### src/dtr_pkg.sv
// Package for the debug and trigger remap block: register map, field layout and codes.
// Assumes a classic Wishbone slave with 32-bit data and byte addresses.
package dtr_pkg;
	// Register map
	localparam logic [7:0] DTR_REMAP_CONFIG_OFFSET = 8'h04;
	localparam logic [31:0] DTR_REMAP_CONFIG_RESET = 32'h00000000;
	// Field positions
	localparam int DTR_DBG_CFG_LSB = 24;
	localparam int DTR_DBG_CFG_MSB = 26;
	localparam int DTR_ADC_B_REG_BIT = 20;
	localparam int DTR_ADC_B_INJ_BIT = 19;
	localparam int DTR_ADC_A_REG_BIT = 18;
	localparam int DTR_ADC_A_INJ_BIT = 17;
	localparam int DTR_GP_CH4_BIT = 16;
	localparam int DTR_OSC_PIN_BIT = 15;
	// Writable read-back bits (20:15)
	localparam logic [31:0] DTR_RW_MASK = 32'h001F8000;
	// Value returned on the write-only debug field
	localparam logic [2:0] DTR_DBG_READ_VALUE = 3'h0;
	// Debug pin configuration codes
	typedef enum logic [2:0]
	{
		DTR_DBG_FULL = 3'h0,
		DTR_DBG_FULL_NO_TRST = 3'h1,
		DTR_DBG_TWO_WIRE_ONLY = 3'h2,
		DTR_DBG_ALL_OFF = 3'h4
	} dtr_dbg_cfg_t;
endpackage

### src/dtr_remap.sv
// Debug pin and trigger remap register with its routing muxes.
// Assumes a classic Wishbone master on clk; all routed sources are synchronous to clk.
`timescale 1ns/1ns

// Function
// - Register resets to all zero
// - Debug field write-only, reads fixed value
// - Code 000 enables both debug ports
// - Code 001 both ports, test reset released
// - Code 010 two-wire port only
// - Code 100 both debug ports off
// - Other codes leave debug setting unchanged
// - Bit 20 selects ADC B regular trigger
// - Bit 19 selects ADC B injected trigger
// - Bit 18 selects ADC A regular trigger
// - Bit 17 selects ADC A injected trigger
// - Bit 16 routes oscillator to timer channel
// - Bit 15 maps port D pins to oscillator
module dtr_remap
	import dtr_pkg::*;
(
	// Clock, reset, enable
	input wire logic clk_i,
	input wire logic rstn_i,
	input wire logic ce_i,
	// Wishbone slave
	input wire logic wb_cyc_i,
	input wire logic wb_stb_i,
	input wire logic wb_we_i,
	input wire logic [7:0] wb_adr_i,
	input wire logic [3:0] wb_sel_i,
	input wire logic [31:0] wb_dat_i,
	output logic [31:0] wb_dat_o,
	output logic wb_ack_o,
	output logic wb_err_o,
	// Debug port control
	input wire logic debugger_selects_two_wire_i,
	output logic scan_debug_port_en_o,
	output logic two_wire_debug_port_en_o,
	output logic debug_test_reset_pin_en_o,
	output logic debug_protocol_two_wire_o,
	// Trigger sources
	input wire logic ext_line_eleven_i,
	input wire logic ext_line_fifteen_i,
	input wire logic advanced_timer_trigger_out_i,
	input wire logic advanced_timer_channel_four_i,
	output logic adc_a_regular_trigger_o,
	output logic adc_a_injected_trigger_o,
	output logic adc_b_regular_trigger_o,
	output logic adc_b_injected_trigger_o,
	// Timer channel routing
	input wire logic port_a_pin_three_i,
	input wire logic low_speed_internal_osc_i,
	output logic gp_timer_channel_four_o,
	// Oscillator pin remap
	output logic osc_pin_remap_en_o
);
	import dtr_pkg::*;

	// Stored fields
	logic [2:0] debug_pin_config_reg;
	logic adc_b_regular_trigger_sel_reg;
	logic adc_b_injected_trigger_sel_reg;
	logic adc_a_regular_trigger_sel_reg;
	logic adc_a_injected_trigger_sel_reg;
	logic gp_timer_ch4_route_sel_reg;
	logic osc_pin_remap_sel_reg;
	logic ack_reg;
	logic err_reg;
	logic [31:0] rdata_reg;

	// Bus decode
	wire req = wb_cyc_i & wb_stb_i & ~ack_reg & ~err_reg;
	wire hit = (wb_adr_i == DTR_REMAP_CONFIG_OFFSET);
	wire wr_hit = req & hit & wb_we_i & ce_i;
	wire wr_lane2 = wr_hit & wb_sel_i[2];
	wire wr_lane1 = wr_hit & wb_sel_i[1];
	wire wr_lane3 = wr_hit & wb_sel_i[3];
	wire [2:0] dbg_wdata = wb_dat_i[DTR_DBG_CFG_MSB:DTR_DBG_CFG_LSB];
	// Only the four defined codes are accepted
	wire dbg_code_ok = (dbg_wdata == DTR_DBG_FULL) || (dbg_wdata == DTR_DBG_FULL_NO_TRST)
		|| (dbg_wdata == DTR_DBG_TWO_WIRE_ONLY) || (dbg_wdata == DTR_DBG_ALL_OFF);
	wire dbg_load = wr_lane3 & dbg_code_ok;

	// Read-back word; debug field reads a fixed value, reserved bits zero
	wire [31:0] rd_word = {11'h000, adc_b_regular_trigger_sel_reg, adc_b_injected_trigger_sel_reg,
		adc_a_regular_trigger_sel_reg, adc_a_injected_trigger_sel_reg, gp_timer_ch4_route_sel_reg,
		osc_pin_remap_sel_reg, 15'h0000} & DTR_RW_MASK;

	// Register fields
	always_ff @(posedge clk_i or negedge rstn_i)
	begin
		if (!rstn_i)
		begin
			// All fields cleared
			debug_pin_config_reg <= DTR_DBG_FULL;
			adc_b_regular_trigger_sel_reg <= 1'b0;
			adc_b_injected_trigger_sel_reg <= 1'b0;
			adc_a_regular_trigger_sel_reg <= 1'b0;
			adc_a_injected_trigger_sel_reg <= 1'b0;
			gp_timer_ch4_route_sel_reg <= 1'b0;
			osc_pin_remap_sel_reg <= 1'b0;
		end
		else
		begin
			// Debug field updates only on a legal code
			if (dbg_load)
				debug_pin_config_reg <= dbg_wdata;
			// Trigger select and timer channel route byte lane
			if (wr_lane2)
			begin
				adc_b_regular_trigger_sel_reg <= wb_dat_i[DTR_ADC_B_REG_BIT];
				adc_b_injected_trigger_sel_reg <= wb_dat_i[DTR_ADC_B_INJ_BIT];
				adc_a_regular_trigger_sel_reg <= wb_dat_i[DTR_ADC_A_REG_BIT];
				adc_a_injected_trigger_sel_reg <= wb_dat_i[DTR_ADC_A_INJ_BIT];
				gp_timer_ch4_route_sel_reg <= wb_dat_i[DTR_GP_CH4_BIT];
			end
			// Oscillator pin remap lane
			if (wr_lane1)
				osc_pin_remap_sel_reg <= wb_dat_i[DTR_OSC_PIN_BIT];
		end
	end

	// Bus answer: ack on mapped address, err otherwise, one cycle after request
	always_ff @(posedge clk_i or negedge rstn_i)
	begin
		if (!rstn_i)
		begin
			ack_reg <= 1'b0;
			err_reg <= 1'b0;
			rdata_reg <= DTR_REMAP_CONFIG_RESET;
		end
		else if (ce_i)
		begin
			ack_reg <= req & hit;
			err_reg <= req & ~hit;
			// Read data captured with the answer
			if (req & hit & ~wb_we_i)
				rdata_reg <= rd_word;
			else
				rdata_reg <= DTR_REMAP_CONFIG_RESET;
		end
	end

	assign wb_ack_o = ack_reg;
	assign wb_err_o = err_reg;
	assign wb_dat_o = rdata_reg;

	// Debug port enables decoded from stored code
	wire dbg_full = (debug_pin_config_reg == DTR_DBG_FULL);
	wire dbg_no_trst = (debug_pin_config_reg == DTR_DBG_FULL_NO_TRST);
	wire dbg_two_wire = (debug_pin_config_reg == DTR_DBG_TWO_WIRE_ONLY);
	assign scan_debug_port_en_o = dbg_full | dbg_no_trst;
	assign two_wire_debug_port_en_o = dbg_full | dbg_no_trst | dbg_two_wire;
	assign debug_test_reset_pin_en_o = dbg_full;
	// Protocol follows debugger when scan port on, else two-wire only while the two-wire port is on
	assign debug_protocol_two_wire_o = scan_debug_port_en_o ? debugger_selects_two_wire_i
		: two_wire_debug_port_en_o;

	// Trigger and channel routing, effective right after write edge
	assign adc_b_regular_trigger_o = adc_b_regular_trigger_sel_reg ? advanced_timer_trigger_out_i
		: ext_line_eleven_i;
	assign adc_b_injected_trigger_o = adc_b_injected_trigger_sel_reg ? advanced_timer_channel_four_i
		: ext_line_fifteen_i;
	assign adc_a_regular_trigger_o = adc_a_regular_trigger_sel_reg ? advanced_timer_trigger_out_i
		: ext_line_eleven_i;
	assign adc_a_injected_trigger_o = adc_a_injected_trigger_sel_reg ? advanced_timer_channel_four_i
		: ext_line_fifteen_i;
	assign gp_timer_channel_four_o = gp_timer_ch4_route_sel_reg ? low_speed_internal_osc_i
		: port_a_pin_three_i;
	assign osc_pin_remap_en_o = osc_pin_remap_sel_reg;
endmodule

### config.mk
export PLATFORM = sky130hd
export DESIGN_NAME = dtr_remap
export DESIGN_NICKNAME = d
export VERILOG_FILES = /design/src/dtr_pkg.sv /design/src/dtr_remap.sv
export SDC_FILE = /design/constraint.sdc
export NUM_CORES = 1
export LEC_CHECK = 0
export ABC_AREA = 1
export CORE_MARGIN = 4
export CORE_UTILIZATION = 55
export CTS_CLUSTER_SIZE = 40
export DETAILED_ROUTE_END_ITERATION = 7
export DONT_BUFFER_PORTS = 1
export GPL_TIMING_DRIVEN = 0
export HOLD_SLACK_MARGIN = 0.1
export PLACE_DENSITY = 0.73
export SKIP_CTS_REPAIR_TIMING = 1
export SYNTH_ARGS = -nofsm -noshare
export SYNTH_HDL_FRONTEND = slang
export SYNTH_SLANG_ARGS = --single-unit
### constraint.sdc
create_clock -name clk_i -period 1.2 [get_ports clk_i]
set_clock_uncertainty 0.15 [all_clocks]
set_input_delay 0.06 -clock clk_i [delete_from_list [all_inputs] [get_ports clk_i]]
set_output_delay 0.06 -clock clk_i [all_outputs]
set_load 0.01 [all_outputs]
==> qor.yml, run 1 <==
finish:
  layout_common_cells: "40 x nand2_1, 31 x buf_4, 26 x conb_1"
  nets: 264
  multi_input_area_sq_um: 636
  largest_reg_flops: 6
  fin_util_pct: 79.8
  antenna_cells: 0
  final_common_cell: "nand2_1"
  drive_gt1_share_pct: 33.0
  stdcell_area_sq_mm: 0.00158
  syn_to_final_growth_pct: 35.6
  regArea_sq_um: 427
  fill_cells: 133
status:
  status: "finished, violations left"
  violations: "hold timing, setup timing"
placed_design:
  io_buffers: 0
  hpwl_um: 1990
  dp_slack_ns: -0.301
  gp_congestion: 0.726
  dpl_cell_area_sq_mm: 0.00129
setup_path:
  critPathLaunchType: "flip-flop"
  setup.worst_path.class: "reg -> reg"
  worst-path-max-fanout: 5
  cp-end-kind: "flip-flop"
  critPathRequiredTime_ns: 1.24
  regToRegSetupSlack_ns: -0.32
  crit_arrival_ns: 1.55
pwr:
  p_leak_nw: 0.911
  p_total_mw: 1.13
  power_per_cell_area_mw_per_mm2: 713
  peakVddDrop_mv: 0.548
timing:
  max_freq_mhz: 659
  holdWs_ns: -0.314
  relSlewSlack_pct: 50.7
  min_period_ns: 1.52
  setup_viol: 21
  finalHoldViolations: 7
  rsz0062_at_grt: "true"
  slew_violations: 0
  worstMarginPinSlew_ns: 0.737
  period_share_pct: 126
  setup_tns_ns: -4.07
  layout_setup_ws_ns: -0.317
synthesis:
  synth_cells: 156
  syn_area_sq_mm: 0.00117
  post-synth-top-area-fraction_pct: 36.5
  seq_area_frac_synth_pct: 36.5
  synth-warning-count: 0
  ys_types: 21
  syn_avg_cell_area_sq_um: 7.48
  synth_seq_cells: 17
  synth_largest_area_cell: "dfrtp_1"
  yosys-top-cells-area: "dfrtp_1 36%, buf_4 17%, nand2_1 14%"
routing:
  first_pass_iters: 4
  wl_per_cell_um: 12.3
  viasPerCell: 4.53
  first_iter_violations: 13
  vias: 1055
  drt_wl_total_um: 2860
  ant_nets: 0
  drc_errors: 0
die:
  fp.dieH_um: 54.0
  num_rows: 16
  core_area_sq_mm: 0.00198
  floorplan.initialDensity_pct: 58.8
  dieWidth_um: 54.0
  pin_count: 101
  die_area_sq_mm: 0.00292
clocking:
  cts_buffer_depth: 2
  clkSinkCount: 17
  insertion_delay_ns: 0.29
  clock-root-buffer: "clkbuf_4"
  cts_made_buffers: 3
  cts.clk_slew.worst_paths_ns: 0.10
  cts_tree: "yes"
  htree_num_levels: 1
grt:
  antenna_found_initial: 0
  grt_pass1_vias: 794
  grt-ovfl-total: 0
  grt_pass1_wl_um: 3480
  grt_max_degree: 18
  grt.total_usage_pct: 16.4
run:
  max_cap_viol_count: 0
min_path:
  hold_path_class: "in -> reg"
[cell type report]
class                           instances  area share, %
Inverter                               20           4.75
Buffer                                 26           12.3
Tap cell                               27           2.14
Sequential cell                        17           27.0
Timing Repair Buffer                   20           11.9
Clock buffer                            3           1.42
Multi-Input combinational cell        119           40.2
Clock inverter                          1          0.316
[worst paths after layout]
kind                                                                 start                                          to  cells past startpoint
max in group asynchronous                                           rstn_i                        wb_err_o$_DFFE_PN0P_                      1
worst max-delay path                                  wb_ack_o$_DFFE_PN0P_         debug_pin_config_reg[1]$_DFFE_PN0P_                      8
worst min register to register  adc_a_injected_trigger_sel_reg$_DFFE_PN0P_  adc_a_injected_trigger_sel_reg$_DFFE_PN0P_                      2
worst max register to register                        wb_ack_o$_DFFE_PN0P_         debug_pin_config_reg[1]$_DFFE_PN0P_                      8
min in group asynchronous                                           rstn_i                        wb_ack_o$_DFFE_PN0P_                      1
worst min-delay path                                                  ce_i                        wb_ack_o$_DFFE_PN0P_                      1
[per-layer routing]
metal	up-vias	global-route usage [%]	share of wire (%)
li1	534	-	-
met1	471	19.0	34
met2	44	28.8	56
met3	6	5.82	8.9
met4	0	3.73	1.5
met5	-	0	0
[stage by stage]
| step | hold slack, ns | cells |
|---|---|---|
| 6_report | -0.314 | 233 |
| 5_1_grt | -0.330 | 233 |
| 4_1_cts | -0.708 | 212 |
| 3_5_place_dp | -0.385 | 208 |
| 3_3_place_gp | -0.385 | 208 |
| 2_1_floorplan | -0.386 | 181 |
[worst max-delay path: stages, from the launching register on]
cell and delay (ns):
dfrtp_1 0.44, inv_2 0.10, nand3_2 0.09, nor2_4 0.14
nand2_4 0.10, nor2_8 0.18, nand2_4 0.08, nand2_1 0.07
nand2_1 0.05
[cell usage after synthesis (all sizes together)]
library cell	number
a21oi	2
buf	26
conb	1
dfrtp	17
inv	20
nand2	48
nand3	13
nand3b	1
nand4	2
nor2	14
o21a	1
o21ai	8
o22ai	2
or2	1
[where the power goes]
group	switching, mW	internal (mW)	total (mW)	leakage (nW)
clock network	0.182	0.124	0.306	0.0177
registers	0.00631	0.577	0.583	0.230
logic	0.124	0.115	0.239	0.663
total	0.312	0.816	1.13	0.911
[kinds of logic after synthesis]
family	count (synthesis)	synth area share [%]
other cells	1	0.322
simple gates	79	33.4
buf+inv	46	23.2
flops	17	36.5
compound gates	13	6.65
Note: power is estimated with default switching activity, not from simulation.
==> inputs of run 2 (changes only) <==
CORE_UTILIZATION = 61   (was 55)
PLACE_DENSITY = 0.77   (was 0.73)
clock period = 1.67 ns   (was 1.2 ns; I/O delays follow)
==> qor.yml, run 2 (same netlist as run 1, synthesis figures left out) <==
setup_path:
  reg2reg_depth: 8
  slowest_delay_ns: 0.45
  cp-startpoint: "wb_err_o$_DFFE_PN0P_"
  crit_path_frequent_cell: "nand2_1"
  crit_chain: "inv_1, nand3_1, nor2_2, nand2_4, nor2_8, nand2_2, nand2_1, nand2_1"
  cp-end-kind: "flip-flop"
  critPathLaunchType: "flip-flop"
  worstReg2RegStart: "wb_err_o$_DFFE_PN0P_"
  worst-path-max-fanout: 10
  setup.worst_path.end: "debug_pin_config_reg[2]$_DFFE_PN0P_"
  slowest_stage: "dfrtp_1"
  setup.worst_path.class: "reg -> reg"
  rr_endpoint: "debug_pin_config_reg[2]$_DFFE_PN0P_"
  regToRegSetupSlack_ns: 0.10
  crit_arrival_ns: 1.61
  critPathRequiredTime_ns: 1.71
grt:
  grt_max_degree: 18
  grt-ovfl-total: 0
  grt_pass1_wl_um: 3860
  grt_pass1_vias: 902
  antenna_found_initial: 0
  grt.total_usage_pct: 18.9
routing:
  drt_wl_total_um: 3270
  wl_per_cell_um: 13.9
  drc_errors: 0
  first_pass_iters: 4
  viasPerCell: 4.74
  vias: 1113
  first_iter_violations: 24
  ant_nets: 0
timing:
  max_freq_mhz: 638
  min_period_ns: 1.57
  worstMarginPinSlew_ns: 0.778
  slew_violations: 0
  period_share_pct: 93.8
  relSlewSlack_pct: 48.0
  setup_tns_ns: 0
  setup_viol: 0
  rsz0062_at_grt: "false"
  finalHoldViolations: 0
finish:
  drive_gt1_share_pct: 21.4
  antenna_cells: 0
  final_common_cell: "nand2_1"
  largest_reg_flops: 6
  nets: 268
  syn_to_final_growth_pct: 34.4
  stdcell_count: 235
  layout_common_cells: "43 x nand2_1, 26 x buf_4, 26 x conb_1"
clocking:
  cts_buffer_depth: 2
  cts_tree: "yes"
  cts_made_buffers: 3
  clkSinkCount: 17
  clock-root-buffer: "clkbuf_4"
  insertion_delay_ns: 0.30
  cts.clk_slew.worst_paths_ns: 0.10
  htree_num_levels: 1
die:
  num_rows: 15
  floorplan.initialDensity_pct: 66.1
  dieWidth_um: 51.7
  die_area_sq_mm: 0.00267
  core_area_sq_mm: 0.00176
  fp.dieH_um: 51.7
  pin_count: 101
placed_design:
  hpwl_um: 2020
  place_inst: 206
  gp_congestion: 0.741
  io_buffers: 0
run:
  max_cap_viol_count: 0
pwr:
  p_leak_nw: 0.900
  power_per_cell_area_mw_per_mm2: 535
  peakVddDrop_mv: 0.397
status:
  status: "finished clean"
min_path:
  hold_path_class: "in -> async"
==> run 2: power by group <==
group          internal (mW)  switching, mW  leakage (nW)
registers              0.414        0.00405         0.232
logic                 0.0936          0.101         0.654
clock network         0.0931          0.132        0.0150
==> run 2: layout make-up <==
cell class | count | area, sq um
fill | 87 | 196
inverter | 20 | 75.1
timing repair buffer | 25 | 250
multi-input combinational | 118 | 564
sequential | 17 | 425
clock buffer | 4 | 26.3
tap | 25 | 31.3
buffer | 26 | 195
==> run 2: worst min path at each step <==
stage	startpoint	to	slack, ns	cells after the start
3_5_place_dp	rstn_i	wb_err_o$_DFFE_PN0P_	-0.36	0
4_1_cts	rstn_i	adc_b_injected_trigger_sel_reg$_DFFE_PN0P_	-0.68	0
5_1_grt	low_speed_internal_osc_i	gp_timer_channel_four_o	0.17	2
2_1_floorplan	rstn_i	adc_a_injected_trigger_sel_reg$_DFFE_PN0P_	-0.36	0
3_3_place_gp	rstn_i	wb_err_o$_DFFE_PN0P_	-0.36	0
6_report	rstn_i	wb_err_o$_DFFE_PN0P_	0.15	1
==> run 2: through the flow <==
step	hold WS [ns]	utilization (%)	power, mW	cell area, sq um	worst slack (ns)
after global placement	-0.361	73.2	0.541	1290	0.212
final	0.146	88.9	0.839	1570	0.104
after floorplan	-0.362	-	0.537	1260	0.290
after CTS	-0.678	74.7	0.757	1320	0.103
after global routing	0.168	88.9	0.878	1570	0.00305
after detailed placement	-0.361	73.2	0.544	1290	0.178
==> run 2: critical path, delay by kind of cell, from the launching register on <==
family | cells | cell delay (ns)
flops | 1 | 0.45
simple gates | 7 | 0.73
buf+inv | 1 | 0.12
==> run 2: routing by layer <==
metal	track usage [%]	routed length [um]
met3	6.30	305
met1	20.6	1180
met5	0	0
met4	2.62	87
met2	35.8	1700
==> inputs of run 3 (changes only) <==
ABC_AREA = not set   (was 1)
CORE_UTILIZATION = 65   (was 61)
PLACE_DENSITY = 0.81   (was 0.77)
clock period = 1.95 ns   (was 1.67 ns; I/O delays follow)
==> qor.yml, run 3 <==
routing:
  drt_wl_total_um: 3140
  first_iter_violations: 26
  wl_per_cell_um: 18.9
  ant_nets: 0
  first_pass_iters: 4
  viasPerCell: 5.52
  vias: 916
  drc_errors: 0
synthesis:
  ys.flop_type: "dfrtp_1"
  synth_commonest_cells: "26 x buf_4, 17 x dfrtp_1, 9 x nor2_1, 7 x a21oi_1"
  syn_avg_cell_area_sq_um: 10.6
  post-synth-top-area-fraction_pct: 40.2
  synth_seq_cells: 17
  syn_area_sq_mm: 0.00106
  yosys-top-cells-area: "dfrtp_1 40%, buf_4 18%, mux2_2 6.4%"
  ys_types: 25
  yosysMostFrequentCell: "buf_4"
  seq_area_frac_synth_pct: 40.2
  synth_cells: 100
  synth_edf_count: 0
  synth-async-reset-ratio_pct: 100
  synth-warning-count: 0
  synth_largest_area_cell: "dfrtp_1"
setup_path:
  critPathLaunchType: "primary input"
  crit_chain: "dlygate4sd3_1, nor4b_4, nand4_2, o21ai_0, dlygate4sd3_1"
  slowest_delay_ns: 0.59
  crit_arrival_ns: 2.00
  slowest_stage: "dlygate4sd3_1"
  crit_path_frequent_cell: "dlygate4sd3_1"
  worstReg2RegStart: "wb_ack_o$_DFFE_PN0P_"
  regToRegSetupSlack_ns: 0.06
  reg2reg_depth: 4
  setup.worst_path.class: "in -> reg"
  cp-end-kind: "flip-flop"
  rr_endpoint: "wb_ack_o$_DFFE_PN0P_"
  critical_path.top_delay_family: "buffers and inverters"
  critPathRequiredTime_ns: 2.03
  worst-path-max-fanout: 4
  crit_buf_inv: 2
timing:
  min_period_ns: 1.92
  relSlewSlack_pct: 50.2
  slew_violations: 0
  setup_viol: 0
  layout_setup_ws_ns: 0.0280
  finalHoldViolations: 0
  holdWs_ns: 0.147
  period_share_pct: 98.6
  max_freq_mhz: 520
  worstMarginPinSlew_ns: 0.744
placed_design:
  io_buffers: 0
  hpwl_um: 1860
  dpl_cell_area_sq_mm: 0.00117
  dp_slack_ns: 0.218
  gp_congestion: 0.721
finish:
  fill_cells: 53
  multi_input_area_sq_um: 515
  largest_reg_flops: 6
  antenna_cells: 0
  nets: 208
  regArea_sq_um: 425
  layout_common_cells: "26 x buf_4, 26 x conb_1, 21 x dlygate4sd3_1"
  syn_to_final_growth_pct: 33.1
  stdcell_area_sq_mm: 0.00141
  fin_util_pct: 92.4
  drive_gt1_share_pct: 27.3
grt:
  grt-ovfl-total: 0
  grt_max_degree: 18
  antenna_found_initial: 0
  grt.total_usage_pct: 19.4
  grt_pass1_wl_um: 3560
  grt_pass1_vias: 775
status:
  status: "finished clean"
pwr:
  p_leak_nw: 0.740
  power_per_cell_area_mw_per_mm2: 493
  peakVddDrop_mv: 0.479
clocking:
  cts.clk_slew.worst_paths_ns: 0.11
  htree_num_levels: 1
  clock-root-buffer: "clkbuf_4"
  cts_buffer_depth: 2
  clkSinkCount: 17
  insertion_delay_ns: 0.29
  cts_tree: "yes"
  cts_made_buffers: 3
die:
  fp.dieH_um: 48.4
  floorplan.initialDensity_pct: 69.5
  num_rows: 14
  pin_count: 101
  core_area_sq_mm: 0.00152
  die_area_sq_mm: 0.00234
  dieWidth_um: 48.4
run:
  max_cap_viol_count: 0
min_path:
  hold_path_class: "in -> async"
run 3: cell types whose count changed in the layout (fill, tap and decap cells not counted), moves of 4 or more:
cell	before	now
a21oi_1	2	7
a22o_1	0	6
dlygate4sd3_1	25	21
inv_1	19	3
mux2_1	0	5
mux2_2	0	6
nand2_1	43	3
nand3_1	13	0
o21ai_0	6	1
run 3: where the power goes:
part	internal (mW)	switching, mW
clock	0.0793	0.111
combinational	0.0745	0.0715
sequential	0.355	0.00318
run 3: kinds of logic (layout without fill, tap and decap cells):
logic type / after synthesis / in the layout / share of synthesized area (%)
DFF: 17 / 17 / 40.2
buffers and inverters: 30 / 55 / 20.0
AOI/OAI and AO/OA: 18 / 18 / 11.8
other: 1 / 26 / 0.354
muxes: 12 / 12 / 12.6
and+or+nand+nor: 22 / 22 / 15.0
run 3: worst max path at each step:
| stage | startpoint | end | slack (ns) | cells past startpoint |
|---|---|---|---|---|
| after floorplan | wb_err_o$_DFFE_PN0P_ | adc_a_injected_trigger_sel_reg$_DFFE_PN0P_ | 0.36 | 4 |
| after global placement | wb_err_o$_DFFE_PN0P_ | gp_timer_ch4_route_sel_reg$_DFFE_PN0P_ | 0.26 | 4 |
| after detailed placement | wb_err_o$_DFFE_PN0P_ | adc_a_regular_trigger_sel_reg$_DFFE_PN0P_ | 0.22 | 4 |
| after CTS | wb_err_o$_DFFE_PN0P_ | adc_a_regular_trigger_sel_reg$_DFFE_PN0P_ | 0.20 | 4 |
| after global routing | wb_adr_i[1] | wb_ack_o$_DFFE_PN0P_ | -0.06 | 5 |
| final | wb_adr_i[1] | wb_ack_o$_DFFE_PN0P_ | 0.03 | 5 |
run 3: per-layer routing:
layer / routed length [um] / global-route usage [%] / vias to the layer above
met5: 0 / 0 / -
met4: 232 / 9.22 / 0
met3: 328 / 9.20 / 26
met2: 1630 / 33.9 / 75
met1: 943 / 18.8 / 416
li1: - / - / 399
run 3: metrics by stage:
| step | power (mW) | cells | setup TNS [ns] |
|---|---|---|---|
| floorplan | 0.452 | 125 | 0 |
| finish | 0.694 | 166 | 0 |
| detailed placement | 0.456 | 141 | 0 |
| CTS | 0.642 | 145 | 0 |
| global placement | 0.455 | 141 | 0 |
| global route | 0.720 | 166 | -0.0786 |
run 3: area by class of cell:
type,instances,share of cell area (%)
inverter,3,0.799
tap,16,1.42
clock buffer,4,1.87
timing repair buffer,21,14.9
buffer,27,14.2
sequential,17,30.2
multi-input combinational,78,36.6
